$ cat config.mk
export PLATFORM = sky130hd
export DESIGN_NAME = pcg_clock_gate_ctl
export DESIGN_NICKNAME = d
export VERILOG_FILES = /design/src/hdl/pcg_pkg.sv /design/src/hdl/pcg_clock_gate_ctl.sv
export SDC_FILE = /design/constraint.sdc
export NUM_CORES = 1
export LEC_CHECK = 0
export ABC_AREA = 1
export ABC_CLOCK_PERIOD_IN_PS = 3900
export BUFFER_PORTS_ARGS = -buffer_cell sky130_fd_sc_hd__buf_2
export CORE_UTILIZATION = 35
export DETAILED_ROUTE_END_ITERATION = 16
export GPL_ROUTABILITY_DRIVEN = 0
export SLEW_MARGIN = 25
export SYNTH_ARGS = -nofsm -noshare
export SYNTH_HDL_FRONTEND = slang
export SYNTH_SLANG_ARGS = --single-unit
$ cat constraint.sdc
create_clock -name CLK_IN -period 3.9 [get_ports CLK_IN]
set_input_delay 0.39 -clock CLK_IN [delete_from_list [all_inputs] [get_ports CLK_IN]]
set_output_delay 0.39 -clock CLK_IN [all_outputs]
set_load 0.005 [all_outputs]
$ cat src/hdl/pcg_pkg.sv
// Constants and carrier types for the peripheral clock gate and backup control block.
package pcg_pkg;
    // ==================================================
    // Register map
    localparam int ADDR_W = 8;
    localparam logic [7:0] GATES_OFS = 8'h1c;
    localparam logic [7:0] BKP_OFS = 8'h20;
    localparam logic [31:0] GATES_RESET = 32'h00000000;
    localparam logic [31:0] GATES_RW_MASK = 32'h787ec9ff;
    // ==================================================
    // Backup control field positions
    localparam int SWRST_BIT = 16;
    localparam int CAL_ON_BIT = 15;
    localparam int SRC_LSB = 8;
    localparam int BYP_BIT = 2;
    localparam int RDY_BIT = 1;
    localparam int ON_BIT = 0;
    localparam logic [1:0] SRC_NONE = 2'h0;
    localparam logic [1:0] SRC_SLOW_EXT = 2'h1;
    localparam logic [1:0] SRC_SLOW_INT = 2'h2;
    localparam logic [1:0] SRC_FAST_DIV = 2'h3;
    // ==================================================
    // Timing counts
    localparam int BKP_MAX_WAIT = 3;
    localparam int XTAL_DROP_EDGES = 6;
    // ==================================================
    // Carriers
    typedef struct packed {
        logic res31;
        logic consumer_ctl_clk_on;
        logic analog_out_if_clk_on;
        logic power_if_clk_on;
        logic backup_if_clk_on;
        logic [3:0] res26_23;
        logic second_i2c_clk_on;
        logic first_i2c_clk_on;
        logic async_port_b_clk_on;
        logic async_port_a_clk_on;
        logic serial_port_c_clk_on;
        logic serial_port_b_clk_on;
        logic res16;
        logic third_spi_clk_on;
        logic second_spi_clk_on;
        logic [1:0] res13_12;
        logic window_dog_clk_on;
        logic [1:0] res10_9;
        logic [8:0] timer_clk_on;
    } pcg_gates_s;
    typedef struct packed {
        logic backup_domain_sw_reset;
        logic calendar_clk_on;
        logic [1:0] calendar_clk_source;
        logic slow_xtal_bypass;
        logic slow_xtal_on;
        logic slow_xtal_ready;
    } pcg_bkp_out_s;
endpackage

$ cat src/hdl/pcg_clock_gate_ctl.sv
// Peripheral clock gates and backup domain control behind an Avalon-MM slave.
`timescale 1ns/100ps
`default_nettype none
// ==================================================
// Overview of operation
// - Gate register answers at once unless a low-speed bus transfer is busy or CE_IN is low.
// - Reads of a peripheral whose clock is off return zero.
// - Bits 30..27 gate consumer control, analog out, power and backup interfaces.
// - Bits 22..17 gate two I2C, two async ports, two serial ports.
// - Bits 15, 14 gate two SPI controllers, bit 11 the window watchdog.
// - Bits 8..0 gate timers 14,13,12,7,6,5,4,3,2; all read-write.
// - Reserved gate register bits always read zero.
// - Word, half-word and byte access; narrow writes touch only enabled lanes.
// - Backup register at 0x20, zero at reset, fields cleared only by backup reset.
// - Backup fields other than the bit 16 reset ignore writes until the power unit grants write permission.
// - Successive backup register accesses see zero to three wait states.
// - Bit 16 holds the whole backup domain in reset while one.
// - Bit 15 enables the calendar clock.
// - Bits 9:8 pick calendar source: none, slow ext, slow int, fast ext/128.
// - A chosen calendar source is locked until backup domain reset.
// - Bypass bit writable only while the slow crystal is off.
// - Ready bit read-only; drops six oscillator cycles after enable clears.
// - Bit 0 switches the slow external crystal on or off.
// - Reserved backup register bits always read zero.
module pcg_clock_gate_ctl #(
    parameter int unsigned BKP_GAP = pcg_pkg::BKP_MAX_WAIT,
    parameter int unsigned READY_DROP = pcg_pkg::XTAL_DROP_EDGES
) (
    input wire logic CLK_IN,
    input wire logic NRST_IN,
    input wire logic BKP_NRST_IN,
    input wire logic CE_IN,
    input wire logic [pcg_pkg::ADDR_W-1:0] AVS_ADDRESS_IN,
    input wire logic AVS_READ_IN,
    input wire logic AVS_WRITE_IN,
    input wire logic [31:0] AVS_WRITEDATA_IN,
    input wire logic [3:0] AVS_BYTEENABLE_IN,
    output logic [31:0] AVS_READDATA_OUT,
    output logic AVS_WAITREQUEST_OUT,
    input wire logic PERIPH_BUS_BUSY_IN,
    input wire logic BACKUP_WRITE_PERMIT_IN,
    input wire logic SLOW_XTAL_STABLE_IN,
    input wire logic SLOW_XTAL_CLK_IN,
    input wire logic [4:0] PERIPH_SEL_IN,
    input wire logic [31:0] PERIPH_RDATA_IN,
    output logic [31:0] PERIPH_RDATA_OUT,
    output pcg_pkg::pcg_gates_s PERIPH_CLK_ON_OUT,
    output pcg_pkg::pcg_bkp_out_s BACKUP_CTL_OUT
);
    // ==================================================
    // Parameter checks
    if (BKP_GAP < 1 || BKP_GAP > 3) begin : g_bad_gap
        $error("BKP_GAP must lie in 1..3");
    end
    if (READY_DROP < 1 || READY_DROP > 7) begin : g_bad_drop
        $error("READY_DROP must lie in 1..7");
    end

    // ==================================================
    // State
    // System-reset state and backup-reset state are kept apart, because the
    // backup fields must survive every reset except the backup domain's own.
    typedef struct packed {
        logic [31:0] gates;
        logic [1:0] gap;
        logic [31:0] rdata;
    } pcg_sys_s;
    typedef struct packed {
        logic sw_reset;
        logic cal_on;
        logic [1:0] src;
        logic bypass;
        logic on;
        logic ready;
        logic [2:0] drop_cnt;
        logic stable_meta;
        logic stable_sync;
        logic osc_meta;
        logic osc_sync;
        logic osc_prev;
    } pcg_bkp_s;

    pcg_sys_s sys;
    pcg_sys_s next_sys;
    pcg_bkp_s bkp;
    pcg_bkp_s next_bkp;

    logic req;
    logic hit_gates;
    logic hit_bkp;
    logic done;
    logic bkp_write;
    logic sel_on;
    logic osc_edge;
    logic [31:0] bkp_word;
    logic [31:0] bkp_merged;

    function automatic logic [31:0] merge_lanes(input logic [31:0] old,
                                                input logic [31:0] wd,
                                                input logic [3:0] be);
        logic [31:0] r;
        r = old;
        for (int i = 0; i < 4; i++) begin
            if (be[i]) begin
                r[8*i +: 8] = wd[8*i +: 8];
            end
        end
        return r;
    endfunction

    // ==================================================
    // Bus decode and handshake
    assign req = AVS_READ_IN | AVS_WRITE_IN;
    assign hit_gates = (AVS_ADDRESS_IN[7:2] == pcg_pkg::GATES_OFS[7:2]);
    assign hit_bkp = (AVS_ADDRESS_IN[7:2] == pcg_pkg::BKP_OFS[7:2]);
    // A frozen block must not let a write slip past, so a low enable stalls.
    assign AVS_WAITREQUEST_OUT = req & (~CE_IN
                               | (hit_gates & PERIPH_BUS_BUSY_IN)
                               | (hit_bkp & (sys.gap != 2'h0)));
    assign done = req & ~AVS_WAITREQUEST_OUT;
    assign bkp_write = done & AVS_WRITE_IN & hit_bkp;

    // Reserved bits are built in as constant zeros.
    assign bkp_word = {15'h0000, bkp.sw_reset, bkp.cal_on, 5'h00, bkp.src,
                       5'h00, bkp.bypass, bkp.ready, bkp.on};
    assign bkp_merged = merge_lanes(bkp_word, AVS_WRITEDATA_IN, AVS_BYTEENABLE_IN);

    always_comb begin
        AVS_READDATA_OUT = 32'h00000000;
        if (AVS_READ_IN && hit_gates) begin
            AVS_READDATA_OUT = sys.gates & pcg_pkg::GATES_RW_MASK;
        end else if (AVS_READ_IN && hit_bkp) begin
            AVS_READDATA_OUT = bkp_word;
        end
    end

    // ==================================================
    // System-reset state: gate register, spacing counter, read-back gate
    assign sel_on = sys.gates[PERIPH_SEL_IN];

    always_comb begin
        next_sys = sys;
        if (sys.gap != 2'h0) begin
            next_sys.gap = sys.gap - 2'h1;
        end
        if (done && hit_bkp) begin
            next_sys.gap = BKP_GAP[1:0];
        end
        if (done && AVS_WRITE_IN && hit_gates) begin
            next_sys.gates = merge_lanes(sys.gates, AVS_WRITEDATA_IN, AVS_BYTEENABLE_IN)
                             & pcg_pkg::GATES_RW_MASK;
        end
        next_sys.rdata = sel_on ? PERIPH_RDATA_IN : 32'h00000000;
    end

    always_ff @(posedge CLK_IN or negedge NRST_IN) begin
        if (!NRST_IN) begin
            sys <= '{gates: pcg_pkg::GATES_RESET, gap: 2'h0, rdata: 32'h00000000};
        end else if (CE_IN) begin
            sys <= next_sys;
        end
    end

    assign PERIPH_CLK_ON_OUT = pcg_pkg::pcg_gates_s'(sys.gates & pcg_pkg::GATES_RW_MASK);
    assign PERIPH_RDATA_OUT = sys.rdata;

    // ==================================================
    // Backup-reset state: crystal, calendar clock and domain reset
    assign osc_edge = bkp.osc_sync & ~bkp.osc_prev;

    always_comb begin
        next_bkp = bkp;
        next_bkp.stable_meta = SLOW_XTAL_STABLE_IN;
        next_bkp.stable_sync = bkp.stable_meta;
        next_bkp.osc_meta = SLOW_XTAL_CLK_IN;
        next_bkp.osc_sync = bkp.osc_meta;
        next_bkp.osc_prev = bkp.osc_sync;
        if (bkp_write) begin
            next_bkp.sw_reset = bkp_merged[pcg_pkg::SWRST_BIT];
        end
        if (bkp_write && BACKUP_WRITE_PERMIT_IN) begin
            next_bkp.cal_on = bkp_merged[pcg_pkg::CAL_ON_BIT];
            next_bkp.on = bkp_merged[pcg_pkg::ON_BIT];
            if (bkp.src == pcg_pkg::SRC_NONE) begin
                next_bkp.src = bkp_merged[pcg_pkg::SRC_LSB +: 2];
            end
            if (!bkp.on) begin
                next_bkp.bypass = bkp_merged[pcg_pkg::BYP_BIT];
            end
        end
        if (bkp.on) begin
            next_bkp.ready = bkp.stable_sync;
            next_bkp.drop_cnt = 3'h0;
        end else if (bkp.ready && osc_edge) begin
            if (bkp.drop_cnt == 3'(READY_DROP - 1)) begin
                next_bkp.ready = 1'b0;
                next_bkp.drop_cnt = 3'h0;
            end else begin
                next_bkp.drop_cnt = bkp.drop_cnt + 3'h1;
            end
        end
        // The software reset clears the domain but leaves the reset bit itself
        // under software control, otherwise it could never be released.
        if (bkp.sw_reset) begin
            next_bkp.cal_on = 1'b0;
            next_bkp.src = pcg_pkg::SRC_NONE;
            next_bkp.bypass = 1'b0;
            next_bkp.on = 1'b0;
            next_bkp.ready = 1'b0;
            next_bkp.drop_cnt = 3'h0;
        end
    end

    always_ff @(posedge CLK_IN or negedge BKP_NRST_IN) begin
        if (!BKP_NRST_IN) begin
            bkp <= '0;
        end else if (CE_IN) begin
            bkp <= next_bkp;
        end
    end

    assign BACKUP_CTL_OUT = '{backup_domain_sw_reset: bkp.sw_reset,
                              calendar_clk_on: bkp.cal_on,
                              calendar_clk_source: bkp.src,
                              slow_xtal_bypass: bkp.bypass,
                              slow_xtal_on: bkp.on,
                              slow_xtal_ready: bkp.ready};

    // ==================================================
    // Assertions
    a_gate_busy_stall: assert property (@(posedge CLK_IN) disable iff (!NRST_IN)
        (req && hit_gates && PERIPH_BUS_BUSY_IN) |-> AVS_WAITREQUEST_OUT)
        else $error("gate register answered during a busy bus transfer");

    a_gate_no_wait: assert property (@(posedge CLK_IN) disable iff (!NRST_IN)
        (req && hit_gates && !PERIPH_BUS_BUSY_IN && CE_IN) |-> !AVS_WAITREQUEST_OUT)
        else $error("gate register stalled with the bus idle");

    a_gated_read_zero: assert property (@(posedge CLK_IN) disable iff (!NRST_IN)
        (CE_IN && !sys.gates[PERIPH_SEL_IN]) |=> (PERIPH_RDATA_OUT == 32'h00000000))
        else $error("read of a gated peripheral was not zero");

    a_gate_reserved_zero: assert property (@(posedge CLK_IN) disable iff (!NRST_IN)
        (AVS_READ_IN && hit_gates) |-> ((AVS_READDATA_OUT & ~pcg_pkg::GATES_RW_MASK) == 32'h0))
        else $error("reserved gate bits read as one");

    a_byte_lane_keep: assert property (@(posedge CLK_IN) disable iff (!NRST_IN)
        (done && AVS_WRITE_IN && hit_gates && !AVS_BYTEENABLE_IN[0])
        |=> (sys.gates[7:0] == $past(sys.gates[7:0])))
        else $error("disabled byte lane was written");

    a_permit_needed: assert property (@(posedge CLK_IN) disable iff (!BKP_NRST_IN)
        (bkp_write && !BACKUP_WRITE_PERMIT_IN && !bkp.sw_reset)
        |=> (bkp.on == $past(bkp.on) && bkp.cal_on == $past(bkp.cal_on)))
        else $error("backup field changed without write permission");

    a_bkp_wait_bound: assert property (@(posedge CLK_IN) disable iff (!NRST_IN || !CE_IN)
        (req && hit_bkp && AVS_WAITREQUEST_OUT) |-> ##[1:3] !AVS_WAITREQUEST_OUT)
        else $error("backup register stalled beyond three cycles");

    a_swreset_clears: assert property (@(posedge CLK_IN) disable iff (!BKP_NRST_IN)
        (bkp.sw_reset && CE_IN) |=> (!bkp.on && !bkp.cal_on && bkp.src == 2'h0 && !bkp.bypass))
        else $error("backup domain fields survived the software reset");

    a_src_locked: assert property (@(posedge CLK_IN) disable iff (!BKP_NRST_IN)
        (bkp.src != 2'h0 && !bkp.sw_reset) |=> (bkp.src == $past(bkp.src)))
        else $error("calendar source changed after selection");

    a_bypass_locked: assert property (@(posedge CLK_IN) disable iff (!BKP_NRST_IN)
        (bkp.on && !bkp.sw_reset) |=> (bkp.bypass == $past(bkp.bypass)))
        else $error("bypass changed while the crystal ran");

    a_ready_hold: assert property (@(posedge CLK_IN) disable iff (!BKP_NRST_IN)
        ($fell(bkp.ready) && !$past(bkp.on) && !$past(bkp.sw_reset))
        |-> ($past(bkp.drop_cnt) == 3'(READY_DROP - 1)))
        else $error("ready fell before the drop count");

    a_ready_source: assert property (@(posedge CLK_IN) disable iff (!BKP_NRST_IN)
        $rose(bkp.ready) |-> ($past(bkp.on) && $past(bkp.stable_sync)))
        else $error("ready rose without an enabled stable crystal");

    a_bkp_reserved_zero: assert property (@(posedge CLK_IN) disable iff (!NRST_IN)
        (AVS_READ_IN && hit_bkp) |-> (AVS_READDATA_OUT[31:17] == 15'h0
                                      && AVS_READDATA_OUT[14:10] == 5'h0
                                      && AVS_READDATA_OUT[7:3] == 5'h0))
        else $error("reserved backup bits read as one");

    a_gate_write_lands: assert property (@(posedge CLK_IN) disable iff (!NRST_IN)
        (done && AVS_WRITE_IN && hit_gates && AVS_BYTEENABLE_IN == 4'hf)
        |=> (sys.gates == ($past(AVS_WRITEDATA_IN) & pcg_pkg::GATES_RW_MASK)))
        else $error("full word write to the gate register did not land");

    a_gate_out_hold: assert property (@(posedge CLK_IN) disable iff (!NRST_IN)
        !(done && AVS_WRITE_IN && hit_gates) |=> $stable(PERIPH_CLK_ON_OUT))
        else $error("clock gates moved without a gate register write");

    a_gate_readback: assert property (@(posedge CLK_IN) disable iff (!NRST_IN)
        (AVS_READ_IN && hit_gates) |-> (AVS_READDATA_OUT == 32'(PERIPH_CLK_ON_OUT)))
        else $error("gate register read differs from the driven gates");

    a_gated_read_pass: assert property (@(posedge CLK_IN) disable iff (!NRST_IN)
        (CE_IN && sys.gates[PERIPH_SEL_IN]) |=> (PERIPH_RDATA_OUT == $past(PERIPH_RDATA_IN)))
        else $error("read data of a clocked peripheral was not passed on");

    a_unmapped_quiet: assert property (@(posedge CLK_IN) disable iff (!NRST_IN)
        (req && CE_IN && !hit_gates && !hit_bkp)
        |-> (!AVS_WAITREQUEST_OUT && AVS_READDATA_OUT == 32'h00000000))
        else $error("unmapped access stalled or returned data");

    a_bkp_back_stall: assert property (@(posedge CLK_IN) disable iff (!NRST_IN)
        (done && hit_bkp) |=> (!(req && hit_bkp) || AVS_WAITREQUEST_OUT))
        else $error("successive backup access was not stalled");

    a_gap_count_down: assert property (@(posedge CLK_IN) disable iff (!NRST_IN)
        (CE_IN && sys.gap != 2'h0 && !(done && hit_bkp))
        |=> (sys.gap == $past(sys.gap) - 2'h1))
        else $error("backup spacing counter did not count down");

    // The field checks below leave out the software reset, which overrides every field it clears.
    a_swreset_write: assert property (@(posedge CLK_IN) disable iff (!BKP_NRST_IN)
        bkp_write |=> (bkp.sw_reset == $past(bkp_merged[pcg_pkg::SWRST_BIT])))
        else $error("backup reset bit did not follow its write");

    a_cal_on_write: assert property (@(posedge CLK_IN) disable iff (!BKP_NRST_IN)
        (bkp_write && BACKUP_WRITE_PERMIT_IN && !bkp.sw_reset)
        |=> (bkp.cal_on == $past(bkp_merged[pcg_pkg::CAL_ON_BIT])))
        else $error("calendar clock enable did not follow a permitted write");

    a_xtal_on_write: assert property (@(posedge CLK_IN) disable iff (!BKP_NRST_IN)
        (bkp_write && BACKUP_WRITE_PERMIT_IN && !bkp.sw_reset)
        |=> (bkp.on == $past(bkp_merged[pcg_pkg::ON_BIT])))
        else $error("crystal enable did not follow a permitted write");

    a_src_first_pick: assert property (@(posedge CLK_IN) disable iff (!BKP_NRST_IN)
        (bkp_write && BACKUP_WRITE_PERMIT_IN && !bkp.sw_reset && bkp.src == pcg_pkg::SRC_NONE)
        |=> (bkp.src == $past(bkp_merged[pcg_pkg::SRC_LSB +: 2])))
        else $error("first calendar source choice was not taken");

    a_bypass_write: assert property (@(posedge CLK_IN) disable iff (!BKP_NRST_IN)
        (bkp_write && BACKUP_WRITE_PERMIT_IN && !bkp.sw_reset && !bkp.on)
        |=> (bkp.bypass == $past(bkp_merged[pcg_pkg::BYP_BIT])))
        else $error("bypass write with the crystal off was lost");

    a_ready_follow_on: assert property (@(posedge CLK_IN) disable iff (!BKP_NRST_IN)
        (CE_IN && bkp.on && !bkp.sw_reset) |=> (bkp.ready == $past(bkp.stable_sync)))
        else $error("ready did not follow the synchronised stability input");

    a_ready_stays_low: assert property (@(posedge CLK_IN) disable iff (!BKP_NRST_IN)
        (!bkp.on && !bkp.ready) |=> !bkp.ready)
        else $error("ready rose with the crystal switched off");

    a_drop_cnt_bound: assert property (@(posedge CLK_IN) disable iff (!BKP_NRST_IN)
        (bkp.drop_cnt <= 3'(READY_DROP - 1)))
        else $error("ready drop counter ran past its limit");

    a_bkp_readback: assert property (@(posedge CLK_IN) disable iff (!NRST_IN)
        (AVS_READ_IN && hit_bkp) |-> ({AVS_READDATA_OUT[16:15], AVS_READDATA_OUT[9:8], AVS_READDATA_OUT[2],
                                      AVS_READDATA_OUT[0], AVS_READDATA_OUT[1]} == 7'(BACKUP_CTL_OUT)))
        else $error("backup register read differs from the driven controls");
endmodule // pcg_clock_gate_ctl
`default_nettype wire

==> metrics.md <==
| Metric | Value |
|---|---|
| Max_cap viols | 0 |
| Total vias in the final route | about 3,900 |
| Critical path data required time | 3.51 ns |
| Die area | 12,900 um^2 |
| Fmax | 390 MHz |
| Max-slew violations | 0 |
| Sequential cell area | between 1500 and 2000 um^2 |
| Crit Path Max Fanout | 22 |
| Clock transition at path regs | roughly 0.06 ns |
| Worst Path Class, Setup | input pin to primary output |
| Yosys cell types | 31 |
| R2R Path Start | sys[32] |
| Initial core utilization | ~36% |
| Floorplan core area | between 10,000 and 15,000 um^2 |
| Cells after synthesis | 592 |
| Placed instance area | 4770 um^2 |
| Most frequent cells in the layout | 189 x nand2_1, 166 x buf_2, 71 x dfrtp_1, 71 x inv_1, 60 x nand3_1 |
| Tcrit/Tclk final | 65.7% |
| Seq/Total Area, Yosys | between 40% and 50% |
| Clock insertion delay at the later pin of the skew report | 0.33 ns |
| RSZ-0062 raised after global routing | no |
| DRT Pass-1 Iters | 5 |
| WL/cell | 13.1 um |
| Run status | completed |
| Clk root buf | clkbuf_16 |
| CTS sink cnt | slightly above 70 |
| H-tree Lvls | 3 |
| Post-Syn Area | around 4400 um^2 |
| Routed Antenna Nets | 0 |
| Synth Area per Inst | 7.38 um^2 |
| Total Routing Usage GR | around 18% |
| Ratio of cells with drive above 1 in the final layout | 30.0% |
| Largest family of logic cells by synthesized area | simple AND/OR/NAND/NOR gates |
| Routed Wire Length | 11,300 um |
| PortBufs | around 170 |
| Worst slew pin tran | ~0.85 ns |
| Setup crit start | AVS_ADDRESS_IN[5] |
| Headroom to the max-slew limit | 43.2% |
| Peak supply drop | approximately 0.16 mV |
| Post-CTS Resized | 0 |
| DRC | 0 |
| Die width | 114 um |
| Leakage | 3.07 nW |
| Initial antenna violation count | 0 |
| First-pass GRT wire length | 18,000 um |
| Worst Clk Skew | 0.00723 ns |
| Initial DRC Count | 190 |
| Largest net degree at the start of global routing | 42 |
| Setup TNS | 0 ns |
| Vias in the first global route | about 3,600 |
| Pwr per Cell Area | roughly 370 nW/um^2 |
| Setup violators final | 0 |
| Synth Area in Adders | 0.286% |
| Final net count | 784 |
| CTS tree | built |
| Final hold vios | 0 |
| Area grow syn2layout | 16.3% |
| Detailed Place HPWL | ~8500 um |
| Post-Layout Cell Count | ~860 |
| Xor and xnor area share after synthesis | 0% |
| Final worst path period need | 2.56 ns |
| CTS max path bufs | 2 |
| Overflow left after global routing | 0 |
| Final instance area | 5080 um^2 |
| Total CTS buffers | 9 |
| Final core occ | a little over two fifths |
| Seq cells post-synth | 71 |
| Warnings, synthesis | 0 |
| Dpl cells | 847 |
| Worst min path class | input pin to async pin |
| Boundary Pins | 195 |
| Rows | 40 |
| Complex-gate fraction of the synthesized area | 5.12% |
| CP startpoint kind | input pin |
| Post-Synth Simple-Gate Area | 30.8% |
| Worst hold margin | approximately 0.13 ns |
| DR vias/cell | 4.51 |
| Fillers | ~1,300 |
| Worst Setup End Kind | primary output |
| Post-synthesis mux area share | 0% |
| Chip height | between 100 and 150 um |
| Commonest non-fill, non-tap cell in the layout | nand2_1 |
| N_diodes | 0 |
| CP Data Arrival Time | 2.17 ns |
| Area occupied by multi-input gates | 1650 um^2 |
logic make-up (layout without fill, tap and decap cells):
| logic type | Yosys count | after routing |
|---|---|---|
| flops | 71 | 71 |
| compound gates | 36 | 36 |
| buf+inv | 175 | 262 |
| other cells | 1 | 18 |
| simple gates | 308 | 308 |
| fa+ha+maj | 1 | 1 |
where the power goes:
group	leakage, nW	internal [W]	switching (W)
clock	0.131	0.000444	0.000310
combinational	1.99	0.000115	0.000172
sequential	0.949	0.000794	0.0000330
area by class of cell:
type | count | share of cell area, %
tap | 168 | 4.13
sequential | 71 | 34.9
clock buffer | 10 | 4.70
inverter | 76 | 5.61
timing repair buffer | 171 | 17.5
clock inverter | 5 | 0.664
multi-input combinational | 363 | 32.4
sequential cells by signal, indices dropped and copies added, names as in the netlist:
register	flops
BACKUP_CTL_OUT	7
PERIPH_CLK_ON_OUT	22
PERIPH_RDATA_OUT	32
bkp	8
sys	2
repair_timing:
action | in CTS | in global routing
endpoints found under the setup margin | 0 | 0
buffers inserted | 0 | 0
hold buffers | 1 | 0
hold endpoints to repair | 15 | 0
metrics by stage:
step | total power (W) | worst slack, ns
final | 0.00187 | 1.34
after detailed placement | 0.00112 | 1.37
after global routing | 0.00198 | 1.21
after CTS | 0.00189 | 1.38
after global placement | 0.00111 | 1.39
after floorplan | 0.00105 | 2.38
metal layers:
metal / share of wire [%] / track usage (%) / up-vias
li1: - / - / 1942
met1: 46 / 23.8 / 1835
met2: 48 / 28.9 / 102
met3: 4.0 / 4.04 / 15
met4: 1.6 / 5.70 / 0
met5: 0 / 0 / -
final timing paths:
check,end,slack (ns),cells after the start
setup / recovery,AVS_READDATA_OUT[15],1.34,7
hold / removal,PERIPH_CLK_ON_OUT[7],0.13,1
setup reg to reg,PERIPH_CLK_ON_OUT[0],1.82,8
hold reg to reg,bkp[2],0.47,2
max in group asynchronous,PERIPH_RDATA_OUT[22],2.92,2
min in group CLK_IN,bkp[4],0.27,3
worst max-delay path, cell delays in order:
cell,delay (ns)
buf_2,0.09
inv_1,0.06
nand2_1,0.05
nor2_1,0.26
nand3_1,0.66
o21ai_0,0.48
buf_2,0.18
cell usage after synthesis:
| master | instances | share of area, % |
|---|---|---|
| nand2_1 | 189 | 16 |
| buf_4 | 81 | 14 |
| dfrtp_1 | 71 | 41 |
| inv_1 | 71 | 6.1 |
| nand3_1 | 60 | 6.9 |
| nor2_1 | 32 | 2.7 |
| o21ai_0 | 16 | 1.8 |
| nand3_2 | 10 | 2.3 |
| clkbuf_1 | 9 | 0.77 |
| nand4_1 | 7 | 1.0 |
| buf_6 | 6 | 1.5 |
| a21oi_1 | 5 | 0.57 |
| o21ai_1 | 4 | 0.46 |
| buf_2 | 3 | 0.34 |
| inv_2 | 3 | 0.26 |
| nand2_2 | 3 | 0.43 |
| o221ai_1 | 3 | 0.60 |
| clkinv_1 | 2 | 0.17 |
| nor2_2 | 2 | 0.29 |
| o21ai_2 | 2 | 0.40 |
| o22ai_1 | 2 | 0.29 |
| or2_2 | 2 | 0.29 |
| a22oi_1 | 1 | 0.17 |
| a31oi_1 | 1 | 0.14 |
| and3_1 | 1 | 0.14 |
| conb_1 | 1 | 0.086 |
| ha_1 | 1 | 0.29 |
| nor3_1 | 1 | 0.11 |
| nor3_4 | 1 | 0.37 |
| o211ai_4 | 1 | 0.49 |
| o31ai_1 | 1 | 0.17 |
No activity file was read; power rests on OpenSTA's default activity.
